[config.mk]
export PLATFORM = sky130hd
export DESIGN_NAME = cucl_top
export DESIGN_NICKNAME = d
export VERILOG_FILES = /design/src/logic/cucl_pkg.sv /design/src/logic/cucl_down_counter.sv /design/src/logic/cucl_limit_cmp.sv /design/src/logic/cucl_top.sv
export SDC_FILE = /design/constraint.sdc
export NUM_CORES = 1
export LEC_CHECK = 0
export BUFFER_PORTS_ARGS = -buffer_cell sky130_fd_sc_hd__clkbuf_2
export CORE_MARGIN = 2
export CORE_UTILIZATION = 59
export CTS_BUF_LIST = sky130_fd_sc_hd__clkbuf_8
export DETAILED_ROUTE_END_ITERATION = 10
export PLACE_DENSITY = 0.91
export SLEW_MARGIN = 20
export SYNTH_ARGS = -nofsm -noshare
export SYNTH_HDL_FRONTEND = slang
export SYNTH_SLANG_ARGS = --single-unit
[constraint.sdc]
create_clock -name clock -period 3.7 [get_ports clock]
set_input_delay 0.37 -clock clock [delete_from_list [all_inputs] [get_ports clock]]
set_output_delay 0.37 -clock clock [all_outputs]
set_load 0.03 [all_outputs]
[src/logic/cucl_pkg.sv]
// package: register addresses, field positions, reset values and carriers for cycle/limit control
`default_nettype none
package cucl_pkg;
  // special-function-register addresses on the core's register port
  localparam logic [7:0] CUCL_ADDR_CYCLE_COUNT = 8'hF9;
  localparam logic [7:0] CUCL_ADDR_READ_LIMITS = 8'hFA;
  localparam logic [7:0] CUCL_ADDR_WRITE_LIMIT = 8'hFB;
  localparam logic [7:0] CUCL_ADDR_XOR_OPERAND = 8'hA3;
  localparam logic [7:0] CUCL_ADDR_COMMAND = 8'h99;
  localparam logic [7:0] CUCL_ADDR_CMD_STATUS = 8'h98;
  // reset values
  localparam logic [7:0] CUCL_RST_BYTE = 8'h00;
  localparam logic [7:0] CUCL_ZERO_BYTE = 8'h00;
  // field positions
  localparam int CUCL_CMD_READY_BIT = 0;
  localparam int CUCL_XOR_SEL_BIT = 4;
  localparam int CUCL_STAT_DONE_BIT = 0;
  localparam int CUCL_STAT_RUN_BIT = 2;
  localparam int CUCL_MULT_LIM_HI = 7;
  localparam int CUCL_MULT_LIM_LO = 4;
  localparam int CUCL_ACC_LIM_HI = 3;
  localparam int CUCL_ACC_LIM_LO = 0;

  // sequencer states
  typedef enum logic [1:0] {
    CUCL_IDLE = 2'b01,
    CUCL_RUN = 2'b10
  } cucl_state_t;

  // register-port request from the core
  typedef struct packed {
    logic wr;
    logic rd;
    logic [7:0] addr;
    logic [7:0] wdata;
  } cucl_sfr_req_t;

  // operand bytes from the memory side, one result byte per step
  typedef struct packed {
    logic step;
    logic [7:0] multiplicand_operand;
    logic [7:0] accumulate_operand;
    logic [7:0] result_raw;
  } cucl_dp_in_t;
endpackage : cucl_pkg
`default_nettype wire

[src/logic/cucl_down_counter.sv]
// result-byte down counter with holding-register follow in idle
`default_nettype none
module cucl_down_counter
  import cucl_pkg::*;
(
  // clock and reset
  input wire logic clock,
  input wire logic reset,
  // control
  input wire logic running,
  input wire logic step,
  input wire logic [7:0] holding,
  // state
  output logic [7:0] count_r
);
  logic [7:0] count_nxt;

  // idle follows the holding register; running counts alone
  always_comb begin
    count_nxt = count_r;
    if (!running) begin
      count_nxt = holding;
    end else if (step && count_r != CUCL_ZERO_BYTE) begin
      count_nxt = count_r - 8'h01;
    end
  end

  always_ff @(posedge clock or posedge reset) begin
    if (reset) begin
      count_r <= CUCL_RST_BYTE;
    end else begin
      count_r <= count_nxt;
    end
  end
endmodule : cucl_down_counter
`default_nettype wire

[src/logic/cucl_limit_cmp.sv]
// compare of one byte limit (write limit or zero-extended read limit) against the down counter
`default_nettype none
module cucl_limit_cmp
  import cucl_pkg::*;
(
  // operands
  input wire logic [7:0] count,
  input wire logic [7:0] limit,
  // outcomes
  output logic above,
  output logic reached
);
  // strictly above gates writes; at-or-below holds operand zeroing for the rest
  assign above = count > limit;
  assign reached = count <= limit;
endmodule : cucl_limit_cmp
`default_nettype wire

[src/logic/cucl_top.sv]
// sequencing control: cycle counter, limit registers, result xor and done flag
// Functional notes
// - cycle count writes go to holding register; reads return live counter; reset zero
// - while idle, counter reloads from holding register every clock
// - once started, counter leaves holding register and counts down alone
// - holding register may be rewritten mid-run without touching active count
// - calculation ends as soon as counter reaches zero
// - read limits: upper nibble multiplicand, lower nibble accumulate operand
// - write limit and both zero-extended read limits compared with counter
// - no result write to memory while counter above write limit
// - multiplicand byte forced to zero once counter reached its limit
// - accumulate byte forced to zero once counter reached its limit
// - limit registers read/write, reloadable during a run without effect
// - write and read limit registers reset to zero
// - xor operand register supplies xor input for each result byte while xor select is zero
// - xor operand register resets to zero
// - end of calculation with no start pending sets done flag and raises interrupt request
// - other interrupts held pending while a calculation runs
// - command-ready bit starts calculation; hardware clears it at start
// - xor select zero uses xor register, one uses multiplicand byte
// - counter decrements once per result byte
`default_nettype none
module cucl_top
  import cucl_pkg::*;
(
  // clock and reset
  input wire logic clock,
  input wire logic reset,
  // register port from the core
  input wire cucl_sfr_req_t sfr_req,
  output logic [7:0] sfr_rdata_r,
  // datapath side
  input wire cucl_dp_in_t dp_in,
  output logic [7:0] multiplicand_operand_r,
  output logic [7:0] accumulate_operand_r,
  output logic [7:0] result_output_r,
  output logic result_write_r,
  // status and interrupt
  output logic running_r,
  output logic done_irq_r,
  output logic hold_other_irq_r
);
  cucl_state_t state_r;
  cucl_state_t state_nxt;
  logic [7:0] cycle_hold_r;
  logic [7:0] write_start_limit_r;
  logic [7:0] read_length_limits_r;
  logic [7:0] result_xor_operand_r;
  logic [7:0] command_r;
  logic [7:0] active_cmd_r;
  logic [7:0] active_wlim_r;
  logic [7:0] active_rlim_r;
  logic done_r;
  logic [7:0] count;
  logic [7:0] lim_vec [3];
  logic above [3];
  logic reached [3];
  logic start;
  logic finish;
  logic wr_hit_status;

  // write decode used by every register
  function automatic logic wr_at(input cucl_sfr_req_t r, input logic [7:0] a);
    wr_at = r.wr && (r.addr == a);
  endfunction : wr_at

  assign wr_hit_status = wr_at(sfr_req, CUCL_ADDR_CMD_STATUS);
  assign start = command_r[CUCL_CMD_READY_BIT];
  // end when the live count is zero after a step, or a zero count at start
  assign finish = (state_r == CUCL_RUN) && (count == CUCL_ZERO_BYTE);

  // counter on its own module so the idle follow stays isolated; the finishing
  // cycle reloads it so a chained start begins from the held count, not from zero
  cucl_down_counter u_count (
    .clock(clock),
    .reset(reset),
    .running((state_r == CUCL_RUN) && !finish),
    .step(dp_in.step),
    .holding(cycle_hold_r),
    .count_r(count)
  );

  // read limits zero-extended to a byte before compare; write limit used as is
  assign lim_vec[0] = active_wlim_r;
  assign lim_vec[1] = {4'h0, active_rlim_r[CUCL_MULT_LIM_HI:CUCL_MULT_LIM_LO]};
  assign lim_vec[2] = {4'h0, active_rlim_r[CUCL_ACC_LIM_HI:CUCL_ACC_LIM_LO]};

  genvar gi;
  generate
    for (gi = 0; gi < 3; gi++) begin : g_cmp
      cucl_limit_cmp u_cmp (
        .count(count),
        .limit(lim_vec[gi]),
        .above(above[gi]),
        .reached(reached[gi])
      );
    end
  endgenerate

  // sequencer: a pending start while running chains straight on
  always_comb begin
    state_nxt = state_r;
    case (state_r)
      CUCL_IDLE: begin
        if (start) begin
          state_nxt = CUCL_RUN;
        end
      end
      CUCL_RUN: begin
        if (finish && !start) begin
          state_nxt = CUCL_IDLE;
        end
      end
      default: begin
        state_nxt = CUCL_IDLE;
      end
    endcase
  end

  always_ff @(posedge clock or posedge reset) begin
    if (reset) begin
      state_r <= CUCL_IDLE;
    end else begin
      state_r <= state_nxt;
    end
  end

  // holding register for the cycle count; live counter is not disturbed
  always_ff @(posedge clock or posedge reset) begin
    if (reset) begin
      cycle_hold_r <= CUCL_RST_BYTE;
    end else if (wr_at(sfr_req, CUCL_ADDR_CYCLE_COUNT)) begin
      cycle_hold_r <= sfr_req.wdata;
    end
  end

  // software copies of the limits and xor operand
  always_ff @(posedge clock or posedge reset) begin
    if (reset) begin
      write_start_limit_r <= CUCL_RST_BYTE;
      read_length_limits_r <= CUCL_RST_BYTE;
      result_xor_operand_r <= CUCL_RST_BYTE;
    end else begin
      if (wr_at(sfr_req, CUCL_ADDR_WRITE_LIMIT)) begin
        write_start_limit_r <= sfr_req.wdata;
      end
      if (wr_at(sfr_req, CUCL_ADDR_READ_LIMITS)) begin
        read_length_limits_r <= sfr_req.wdata;
      end
      if (wr_at(sfr_req, CUCL_ADDR_XOR_OPERAND)) begin
        result_xor_operand_r <= sfr_req.wdata;
      end
    end
  end

  // command register; the ready bit clears as the calculation takes it
  always_ff @(posedge clock or posedge reset) begin
    if (reset) begin
      command_r <= CUCL_RST_BYTE;
    end else if (wr_at(sfr_req, CUCL_ADDR_COMMAND)) begin
      command_r <= sfr_req.wdata;
    end else if (start && (state_r == CUCL_IDLE || finish)) begin
      command_r[CUCL_CMD_READY_BIT] <= 1'b0;
    end
  end

  // pipeline copies taken at start so mid-run reloads do not disturb the run
  always_ff @(posedge clock or posedge reset) begin
    if (reset) begin
      active_cmd_r <= CUCL_RST_BYTE;
      active_wlim_r <= CUCL_RST_BYTE;
      active_rlim_r <= CUCL_RST_BYTE;
    end else if (start && (state_r == CUCL_IDLE || finish)) begin
      active_cmd_r <= command_r;
      active_wlim_r <= write_start_limit_r;
      active_rlim_r <= read_length_limits_r;
    end
  end

  // done flag: set wins over a same-cycle software clear
  always_ff @(posedge clock or posedge reset) begin
    if (reset) begin
      done_r <= 1'b0;
    end else if (finish && !start) begin
      done_r <= 1'b1;
    end else if (wr_hit_status && !sfr_req.wdata[CUCL_STAT_DONE_BIT]) begin
      done_r <= 1'b0;
    end
  end

  // operand forcing and result xor for each byte
  always_ff @(posedge clock or posedge reset) begin
    if (reset) begin
      multiplicand_operand_r <= CUCL_ZERO_BYTE;
      accumulate_operand_r <= CUCL_ZERO_BYTE;
      result_output_r <= CUCL_ZERO_BYTE;
      result_write_r <= 1'b0;
    end else begin
      multiplicand_operand_r <= (state_r == CUCL_RUN && reached[1])
        ? CUCL_ZERO_BYTE : dp_in.multiplicand_operand;
      accumulate_operand_r <= (state_r == CUCL_RUN && reached[2])
        ? CUCL_ZERO_BYTE : dp_in.accumulate_operand;
      result_output_r <= dp_in.result_raw ^ (active_cmd_r[CUCL_XOR_SEL_BIT]
        ? dp_in.multiplicand_operand : result_xor_operand_r);
      result_write_r <= (state_r == CUCL_RUN) && dp_in.step && !above[0];
    end
  end

  // status and interrupt outputs from flops
  always_ff @(posedge clock or posedge reset) begin
    if (reset) begin
      running_r <= 1'b0;
      done_irq_r <= 1'b0;
      hold_other_irq_r <= 1'b0;
    end else begin
      running_r <= (state_nxt == CUCL_RUN);
      done_irq_r <= done_r;
      hold_other_irq_r <= (state_nxt == CUCL_RUN);
    end
  end

  // read mux: cycle count reads the live counter
  always_ff @(posedge clock or posedge reset) begin
    if (reset) begin
      sfr_rdata_r <= CUCL_ZERO_BYTE;
    end else if (sfr_req.rd) begin
      if (sfr_req.addr == CUCL_ADDR_CYCLE_COUNT) begin
        sfr_rdata_r <= count;
      end else if (sfr_req.addr == CUCL_ADDR_WRITE_LIMIT) begin
        sfr_rdata_r <= write_start_limit_r;
      end else if (sfr_req.addr == CUCL_ADDR_READ_LIMITS) begin
        sfr_rdata_r <= read_length_limits_r;
      end else if (sfr_req.addr == CUCL_ADDR_XOR_OPERAND) begin
        sfr_rdata_r <= result_xor_operand_r;
      end else if (sfr_req.addr == CUCL_ADDR_COMMAND) begin
        sfr_rdata_r <= command_r;
      end else if (sfr_req.addr == CUCL_ADDR_CMD_STATUS) begin
        sfr_rdata_r <= {5'h00, state_r == CUCL_RUN, 1'b0, done_r};
      end else begin
        sfr_rdata_r <= CUCL_ZERO_BYTE; // unmapped reads as zero
      end
    end
  end
endmodule : cucl_top
`default_nettype wire

# [Word-level counts from Yosys, hierarchy flattened]
# Cells that the tools add are included.
[totals] register_bits=107 input_bits=45 output_inout_bits=36 elab_cells=77
[classes] addsub=1 n_lt_le_gt_ge=3 eq_ne=10 n_mux=18 bitwise=1 n_reduce_logical=25
[op_table] operator="two-way mux 8 bit" count=10
[op_table] operator="equality test 8 bit (second input constant)" count=6
[op_table] operator="less-or-equal comparator 8 x 4 -> 1 bit" count=2
[op_table] operator="logical AND 1 bit" count=16
[op_table] operator="greater-than comparator 8 bit" count=1
[op_table] operator="zero test 8 bit" count=1
[op_table] operator="nonzero test 8 bit" count=1
[op_table] operator="subtractor 8 x 1 -> 8 bit (second input constant)" count=1
[op_table] operator="XOR 8 bit" count=1
[op_table] operator="equality test 2 bit (second input constant)" count=2
[op_table] operator="zero test 1 bit" count=4
[op_table] operator="two-way mux 1 bit" count=4
[op_table] operator="two-way mux 2 bit" count=2
[op_table] operator="one-hot mux 2 bit (2 select lines)" count=1
[op_table] operator="nonzero test 2 bit" count=2
[op_table] operator="two-way mux 3 bit" count=1
[op_table] operator="equality test 2 x 1 -> 1 bit (second input constant)" count=1
[op_table] operator="inequality test 2 bit (second input constant)" count=1
[op_table] operator="logical OR 1 bit" count=1

# [Logic depth before layout (Yosys ltp)]
# Gate-level depths: netlist of run 1.
[depth] ltp_word=7 ltp_mapped=7 mapped_depth_nobuf=7

# [Cells and area by module]
# Synthesis of run 1 repeated with hierarchy kept, for this count alone.
[unflattened] cells_unflattened=442 area_unflattened_um2=5271.3
[by_module_without_submodules] mod="cucl_top" instances=1 cells_per_inst=296 area_each_um2=4052.6 seq_area_each_um2=2378.5
[by_module_without_submodules] mod="cucl_limit_cmp" instances=3 cells_per_inst=29 area_each_um2=226.5 seq_area_each_um2=0.0
[by_module_without_submodules] mod="cucl_down_counter" instances=1 cells_per_inst=59 area_each_um2=539.3 seq_area_each_um2=200.2

# [Least setup slack after synthesis of run 1]
# No wires, ideal clock.
[synth_timing] kind="reg-to-reg" startpoint="register state_r[0]" endpoint="register active_cmd_r[4]" setup_time_ns=0.125 arrival_time_ns=1.700 required_time_ns=3.575 slack_ns=1.875 stages_incl_launch_ff=8 path_buffers=1 period_less_slack_ns=1.825 cell_sequence="dfstp_2 > inv_1 > ha_1 > nand2_2 > nor2_4 > o21ai_4 > buf_12 > mux2_4"
[synth_between] elab_chain_cells=4 word_cells_on_any_way=5 cone_classes="eq/ne (2); reduce/logical (3)"
[synth_lines] item="from (decl)" line="cucl_top.sv:43" text="cucl_state_t state_r;"
[synth_lines] item="from (signal assigned)" line="cucl_top.sv:124" text="state_r <= state_nxt;"
[synth_lines] item="equality test 2 bit" line="cucl_top.sv:70" text="assign finish = (state_r == CUCL_RUN) && (count == CUCL_ZERO_BYTE);"
[synth_lines] item="logical AND 1 bit" line="cucl_top.sv:70"
[synth_lines] item="logical OR 1 bit *" line="cucl_top.sv:173" text="end else if (start && (state_r == CUCL_IDLE || finish)) begin"
[synth_lines] item="logical AND 1 bit *" line="cucl_top.sv:173"
[synth_lines] item="to (signal assigned)" line="cucl_top.sv:174" text="active_cmd_r <= command_r;"
[synth_lines] item="to (decl)" line="cucl_top.sv:50" text="logic [7:0] active_cmd_r;"
# Every way passes the cells marked *; elsewhere a longest branch is shown, timed or not.
# A chain may end at the register's enable or synchronous reset.

# [Worst setup path after layout of run 1]
[layout_timing] startpoint="register u_count.count_r[1]" endpoint="register multiplicand_operand_r[4]"
[layout_between] elab_chain_cells=3
[layout_lines] item="from (decl)" line="cucl_down_counter.sv:14" text="output logic [7:0] count_r"
[layout_lines] item="from (signal assigned)" line="cucl_down_counter.sv:32" text="count_r <= count_nxt;"
[layout_lines] item="less-or-equal comparator 8 x 4 -> 1 bit" line="cucl_limit_cmp.sv:15" text="assign reached = count <= limit;"
[layout_lines] item="logical AND 1 bit" line="cucl_top.sv:199" text="multiplicand_operand_r <= (state_r == CUCL_RUN && reached[1])"
[layout_lines] item="two-way mux 8 bit" line="cucl_top.sv:200" text="? CUCL_ZERO_BYTE : dp_in.multiplicand_operand;"
[layout_lines] item="to (signal assigned)" line="cucl_top.sv:199"
[layout_lines] item="to (decl)" line="cucl_top.sv:34" text="output logic [7:0] multiplicand_operand_r,"
# No other way between the ends.

==> results of run 1 <==
## cells in the mapped netlist (all sizes together)
| cell type | number |
|---|---|
| a21o | 1 |
| nand2b | 2 |
| nor2b | 23 |
| buf | 7 |
| mux2i | 9 |
| nor3 | 5 |
| a21oi | 13 |
| mux2 | 59 |
| or3 | 2 |
| nand4b | 2 |
| a31oi | 5 |
| inv | 26 |
| nor3b | 1 |
| dfstp | 1 |
| xnor2 | 11 |
| nand4 | 6 |
| nand3b | 1 |
| xor2 | 4 |
| dfrtp | 102 |
| ha | 20 |
| o221ai | 3 |
| a211oi | 4 |
| a222oi | 1 |
| o31ai | 1 |
| o21a | 1 |
| nor4 | 2 |
| o21ai | 24 |
| or2 | 1 |
| a221oi | 7 |
| nor4b | 2 |
| clkbuf | 4 |
| nand3 | 11 |
| nand2 | 40 |
| nor2 | 15 |
## registers in the layout (all words and copies together) (netlist names), 2 cells and up
signal                  count
accumulate_operand_r        8
active_rlim_r               8
write_start_limit_r         8
active_wlim_r               8
result_output_r             8
read_length_limits_r        8
cycle_hold_r                8
u_count.count_r             8
sfr_rdata_r                 8
result_xor_operand_r        8
state_r                     2
multiplicand_operand_r      8
command_r                   8
## cell families after synthesis
| logic type | count (synthesis) |
|---|---|
| simple gates | 113 |
| flops | 103 |
| mux | 68 |
| compound gates | 60 |
| buf+inv | 37 |
| fa+ha+maj | 20 |
| xor+xnor | 15 |
## critical path: cells and delay by family, from the launching register on
family	cells	cell delay (ns)
AOI/OAI and AO/OA	3	0.96
DFF	1	0.54
and+or+nand+nor	2	0.29
adders and majority gates	1	0.31
## power by group
group | switching [mW] | internal, mW
Sequential | 0.0398 | 1.18
Combinational | 0.197 | 0.115
Clock | 0.385 | 0.327
## cells in the final DEF (no fill, tap or decap), types with 2 or more instances in the layout
| master | instances |
|---|---|
| sky130_fd_sc_hd__o21ai_0 | 18 |
| sky130_fd_sc_hd__o221ai_1 | 3 |
| sky130_fd_sc_hd__nor2_4 | 2 |
| sky130_fd_sc_hd__clkinvlp_4 | 2 |
| sky130_fd_sc_hd__a221oi_1 | 7 |
| sky130_fd_sc_hd__a211oi_2 | 2 |
| sky130_fd_sc_hd__a211oi_1 | 2 |
| sky130_fd_sc_hd__ha_1 | 20 |
| sky130_fd_sc_hd__nor2_1 | 12 |
| sky130_fd_sc_hd__mux2_2 | 49 |
| sky130_fd_sc_hd__nor3_2 | 2 |
| sky130_fd_sc_hd__inv_1 | 25 |
| sky130_fd_sc_hd__mux2i_1 | 9 |
| sky130_fd_sc_hd__a21oi_1 | 13 |
| sky130_fd_sc_hd__nor2b_1 | 23 |
| sky130_fd_sc_hd__xor2_1 | 4 |
| sky130_fd_sc_hd__nand2_2 | 3 |
| sky130_fd_sc_hd__clkbuf_2 | 80 |
| sky130_fd_sc_hd__o21ai_1 | 5 |
| sky130_fd_sc_hd__xnor2_1 | 11 |
| sky130_fd_sc_hd__a31oi_1 | 5 |
| sky130_fd_sc_hd__nor3_1 | 3 |
| sky130_fd_sc_hd__nor4_4 | 2 |
| sky130_fd_sc_hd__nand2b_1 | 2 |
| sky130_fd_sc_hd__dfrtp_1 | 102 |
| sky130_fd_sc_hd__mux2_4 | 10 |
| sky130_fd_sc_hd__nand3_1 | 11 |
| sky130_fd_sc_hd__nand2_1 | 37 |
| sky130_fd_sc_hd__clkbuf_8 | 10 |
| sky130_fd_sc_hd__nand4b_2 | 2 |
| sky130_fd_sc_hd__nand4_1 | 5 |
## how the worst max path moves through the flow
stage,startpoint,end,slack [ns]
CTS,state_r[0],active_wlim_r[0],1.48
global route,state_r[0],active_wlim_r[0],1.39
global placement,state_r[0],active_wlim_r[3],1.60
finish,u_count.count_r[1],multiplicand_operand_r[4],1.45
floorplan,reset,accumulate_operand_r[0],0.63
detailed placement,state_r[0],active_wlim_r[0],1.50
## stage by stage
stage / power (mW) / cell area [µm²] / utilization, % / hold slack (ns) / cells
after floorplan: 1.43 / 4980 / - / 0.370 / 416
after global placement: 1.52 / 5450 / 66.6 / 0.400 / 591
after detailed placement: 1.54 / 5450 / 66.6 / 0.408 / 591
after CTS: 2.25 / 5640 / 69.0 / 0.163 / 606
after global routing: 2.32 / 5650 / 69.1 / 0.177 / 606
final: 2.24 / 5650 / 69.1 / 0.132 / 606
## routing by layer
| layer | wire [µm] | vias to the layer above | GRT usage, % |
|---|---|---|---|
| met1 | 4760 | 1776 | 35.9 |
| met5 | 0 | - | 0 |
| li1 | - | 1618 | - |
| met3 | 801 | 60 | 5.79 |
| met4 | 559 | 0 | 15.1 |
| met2 | 6040 | 191 | 45.7 |
## area by class of cell
type	count	area, µm²
well taps	105	131
multi-input cells	276	2230
repair buffers	81	408
clock inverters	5	58.8
flip-flops and latches	103	2580
inverters	26	103
fillers	569	2530
clock buffers	10	138
==> run_results.csv, run 1 <==
group,metric,value,unit
outcome,outcome,"complete, no violations",
critical_path,cp_data_arrival_time,2.47,ns
pwr,vdd_drop_max,275,µV
critical_path,worst-setup-path-type,"register to register",
floorplanning,ioPinCount,81,
critical_path,critPathMostFrequentCell,"sky130_fd_sc_hd__nor2b_1",
placement,place_congestion,0.882,
global_route,grt_max_degree,92,
floorplanning,floorplan.initialDensity,60.9,%
sta,timing.final.max_slew_violations,0,
sta,final_critical_path_setup_slack,1.45,ns
yosys,synth_area,4980,µm²
route,drtIter0Drc,324,
sta,clock-skew-final,0.0111,ns
critical_path,startpoint_types,"register",
sta,grt_setup_unrepaired,"no",
clock_network,cts-htree-levels,3,
route,drtAntennaViolNets,0,
sta,finalWorstPathRequiredPeriod,2.25,ns
global_route,antenna_found_initial,0,
yosys,distinct_cell_type_count_after_synthesis,48,
yosys,yosysTopAreaCell,"sky130_fd_sc_hd__dfrtp_1",
final_layout,flow.area_growth_from_synthesis,13.5,%
sta,timing.setup.tns,0,ns
floorplanning,die_width,95.8,µm
critical_path,r2r-end,"multiplicand_operand_r[4]",
placement,hpwl,8670,µm
yosys,yosys.area.top_type_share,51.3,%
yosys,post_synth_xor_area_fraction,2.64,%
clock_network,worst_skew_pair.late_latency,0.37,ns
pwr,total_leakage_power,2.76,nW
final_layout,net_count_final,562,
yosys,synth_compound_gate_area_share,7.79,%
yosys,synth.avg_cell_area,12.0,µm²
yosys,synth_seq_cells,103,
critical_path,reg2reg_depth,6,
route,detailroute.via_count,3645,
route,dr.pass1.iters,5,
clock_network,postCtsSetupBuffers,0,
yosys,syn_inst,416,
sta,hold_viol,0,
pwr,power.density_cell_area,397,nW/µm²
floorplanning,floorplan.die.height,95.8,µm
route,drt_drc_violations_left,0,
floorplanning,std_cell_rows,33,
global_route,vias_in_the_first_global_route,3673,
route,finalWirelength,12200,µm
critical_path,crit_path_cell_trace,"ha_1, nor2b_1, o21ai_0, a21oi_1, a211oi_2, nor2b_1",
global_route,grt_usage,28.3,%
floorplanning,core,8180,µm²
yosys,combinational_family_with_the_most_area_after_synthesis,"multiplexers",
clock_network,cts_max_path_buffers,2,
yosys,synth_simple_gate_area_share,13.4,%
yosys,synth.top_cells.by_area,"sky130_fd_sc_hd__dfrtp_1, sky130_fd_sc_hd__mux2_2, sky130_fd_sc_hd__ha_1",
yosys,synth_fp_nets,481,
clock_network,cts_inserted_buffers,9,
floorplanning,fp.dieArea,9180,µm²
clock_network,postCtsResizedCells,0,
hold_path,min-delay-path-class,"input port to async pin",
final_layout,num_antenna_cells,0,
sta,setup_viol,0,
yosys,synthAdderAreaFrac,5.03,%
clock_network,numClockSinks,103,
yosys,synth-seq-area-share,51.8,%
route,drt-wirelength-per-cell,20.1,µm
critical_path,worst_ep_required,3.93,ns
critical_path,reg2reg_slack,1.45,ns
global_route,grt_first_pass_wirelength,19100,µm
sta,tightestPinTransition,1.11,ns
critical_path,end_kind,"register",
yosys,synth_mux_area_share,15.9,%
critical_path,crit_path_max_incr_delay,0.62,ns
clock_network,cts_tree,"yes",
yosys,yosys_warnings,0,
clock_network,clk_transition_reported_paths,0.10,ns
clock_network,root_buffer,"sky130_fd_sc_hd__clkbuf_8",
clock_network,post_cts_hold_buffer_count,0,
critical_path,crit-reg2reg-launch,"u_count.count_r[1]",
route,route.detailed.vias_per_inst,6.01,
sta,fmax,445,MHz
placement,place.port_buffers,80,
global_route,grt.overflow.total,0,
critical_path,worst_path_max_delay_cell,"sky130_fd_sc_hd__a211oi_2",
sta,slew_headroom,25.1,%
placement,pre_cts_slack,1.50,ns
critical_path,critical_path_fanout_max,8,
final_layout,final_layout_size_suffix_gt1_share,35.3,%
run,max_cap_violations,0,
sta,final_min_period_over_clock_period,60.7,%
No activity file was read; power rests on OpenSTA's default activity.
==> inputs of run 2 (changes only) <==
--- a/config.mk
+++ b/config.mk
@@ -7,10 +7,10 @@
 export LEC_CHECK = 0
 export BUFFER_PORTS_ARGS = -buffer_cell sky130_fd_sc_hd__clkbuf_2
 export CORE_MARGIN = 2
-export CORE_UTILIZATION = 59
+export CORE_UTILIZATION = 53
 export CTS_BUF_LIST = sky130_fd_sc_hd__clkbuf_8
 export DETAILED_ROUTE_END_ITERATION = 10
-export PLACE_DENSITY = 0.91
+export PLACE_DENSITY = 0.87
 export SLEW_MARGIN = 20
 export SYNTH_ARGS = -nofsm -noshare
 export SYNTH_HDL_FRONTEND = slang
==> constraint.sdc (replaced) <==
create_clock -name clock -period 1.95 [get_ports clock]
set_input_delay 0.195 -clock clock [delete_from_list [all_inputs] [get_ports clock]]
set_output_delay 0.195 -clock clock [all_outputs]
set_load 0.03 [all_outputs]
==> run_results.csv, run 2 (same netlist as run 1, synthesis figures left out) <==
group,metric,value,unit
sta,hold_viol,1,
final_layout,flow.area_growth_from_synthesis,19.1,%
global_route,busiest_grt_layer,"met2",
floorplanning,fp.dieArea,10200,µm²
sta,setup_viol,0,
sta,timing.setup.tns,0,ns
sta,fmax,536,MHz
route,drtAntennaViolNets,0,
critical_path,cp_data_arrival_time,2.14,ns
final_layout,commonest_cells_after_routing_fill_and_taps_aside,"sky130_fd_sc_hd__dfrtp_1, sky130_fd_sc_hd__clkbuf_2, sky130_fd_sc_hd__mux2_2",
outcome,failed_checks,"negative hold slack",
global_route,grt_first_pass_wirelength,19500,µm
critical_path,cp-endpoint,"multiplicand_operand_r[1]",
final_layout,final_layout_size_suffix_gt1_share,36.8,%
placement,place.port_buffers,80,
clock_network,worst_skew_pair.late_latency,0.38,ns
placement,hpwl,8800,µm
sta,clock-skew-final,0.0181,ns
global_route,antenna_found_initial,0,
critical_path,reg2reg_slack,0.08,ns
global_route,vias_in_the_first_global_route,3992,
global_route,grt_util_met3,6.45,%
clock_network,numClockSinks,103,
route,drt-wirelength-per-cell,19.1,µm
floorplanning,ioPinCount,81,
sta,tightestPinTransition,0.530,ns
clock_network,cts_tree,"yes",
critical_path,critPathLaunch,"u_count.count_r[1]",
critical_path,worst_ep_required,2.23,ns
final_layout,net_count_final,585,
global_route,grt_util_met2,41.9,%
route,dr.pass1.iters,5,
pwr,total_leakage_power,2.90,nW
critical_path,worst-setup-path-type,"register to register",
clock_network,cts_inserted_buffers,9,
global_route,grt_util_met1,30.6,%
outcome,outcome,"finished, violations left",
critical_path,startpoint_types,"register",
route,drtIter0Drc,235,
floorplanning,floorplan.initialDensity,54.4,%
run,max_cap_violations,0,
sta,final_min_period_over_clock_period,95.7,%
route,drt_drc_violations_left,0,
floorplanning,std_cell_rows,35,
floorplanning,core,9150,µm²
critical_path,r2r-end,"multiplicand_operand_r[1]",
global_route,grt.overflow.total,0,
critical_path,critical_path_fanout_max,8,
sta,timing.final.max_slew_violations,0,
hold_path,min-delay-path-class,"input port to register",
clock_network,root_buffer,"sky130_fd_sc_hd__clkbuf_8",
placement,place_congestion,0.917,
clock_network,clk_transition_reported_paths,0.10,ns
sta,slew_headroom,64.7,%
route,detailroute.via_count,3734,
clock_network,cts-htree-levels,3,
final_layout,num_antenna_cells,0,
final_layout,most_common_cell_after_layout_fill_and_taps_aside,"sky130_fd_sc_hd__dfrtp_1",
sta,finalWorstPathRequiredPeriod,1.87,ns
pwr,power.density_cell_area,764,nW/µm²
clock_network,cts_max_path_buffers,2,
critical_path,reg2reg_depth,7,
route,finalWirelength,12100,µm
global_route,grt_usage,25.3,%
critical_path,crit-reg2reg-launch,"u_count.count_r[1]",
floorplanning,die_width,101,µm
route,route.detailed.vias_per_inst,5.88,
pwr,total_power,4.53,mW
pwr,vdd_drop_max,403,µV
critical_path,end_kind,"register",
sta,grt_setup_unrepaired,"no",
sta,finalHoldWorstSlack,-0.00364,ns
floorplanning,floorplan.die.height,101,µm
global_route,grt_max_degree,32,
==> run 2: changes by cell type in the layout (fill, tap and decap cells not counted), moves of 2 or more <==
| cell | delta |
|---|---|
| sky130_fd_sc_hd__buf_12 | +3 |
| sky130_fd_sc_hd__buf_4 | +12 |
| sky130_fd_sc_hd__bufinv_16 | +2 |
| sky130_fd_sc_hd__dlygate4sd3_1 | +8 |
==> run 2: repair_timing <==
action | in CTS | in global routing
endpoints found under the setup margin | 0 | 1
hold buffers | 5 | 3
hold endpoints to repair | 19 | 3
resized for setup | 0 | 1
setup buffers | 0 | 0
==> run 2: layout make-up <==
cell class              count  area [µm²]
fillers                   639        3230
repair buffers            104         638
well taps                 111         139
multi-input cells         276        2230
clock buffers               9         124
inverters                  26         101
clock inverters             6         115
flip-flops and latches    103        2580
==> run 2: power by group <==
group	total, mW	internal [mW]	leakage, nW	switching, mW
Clock	1.61	0.854	0.116	0.754
Sequential	2.31	2.24	1.36	0.0721
Combinational	0.609	0.241	1.43	0.367
==> run 2: metrics by stage <==
step	cells	hold slack [ns]	instance area, µm²	setup WS [ns]	utilization (%)
finish	635	-0.00364	5930	0.0840	64.8
detailed placement	612	0.239	5610	0.164	61.3
CTS	632	0.000433	5900	0.116	64.4
global placement	612	0.227	5610	0.207	61.3
floorplan	416	0.288	4980	0.125	-
global route	635	0.00683	5930	0.0200	64.8
==> run 2: metal layers <==
layer | vias up | share of wire (%) | wire length, µm
met5 | - | 0 | 0
met4 | 0 | 3.6 | 439
met3 | 52 | 6.9 | 840
met2 | 178 | 51 | 6210
met1 | 1836 | 38 | 4640
li1 | 1668 | - | -
==> run 2: worst min-delay path by stage <==
stage	startpoint	to	slack, ns	cells after the start
after floorplan	dp_in[0]	result_output_r[0]	0.29	1
after global placement	reset	accumulate_operand_r[5]	0.23	2
after detailed placement	reset	accumulate_operand_r[5]	0.24	2
after CTS	dp_in[1]	result_output_r[1]	0.0004	2
after global routing	dp_in[5]	result_output_r[5]	0.007	2
final	dp_in[5]	result_output_r[5]	-0.004	2
==> run 2: worst max-delay path, stage by stage (launching register included) <==
cell                       delay (ns)
sky130_fd_sc_hd__dfrtp_2         0.48
sky130_fd_sc_hd__ha_1            0.33
sky130_fd_sc_hd__nor2b_1         0.13
sky130_fd_sc_hd__o21ai_0         0.18
sky130_fd_sc_hd__a21oi_1         0.11
sky130_fd_sc_hd__a211oi_2        0.24
sky130_fd_sc_hd__buf_4           0.22
sky130_fd_sc_hd__nor2b_1         0.08
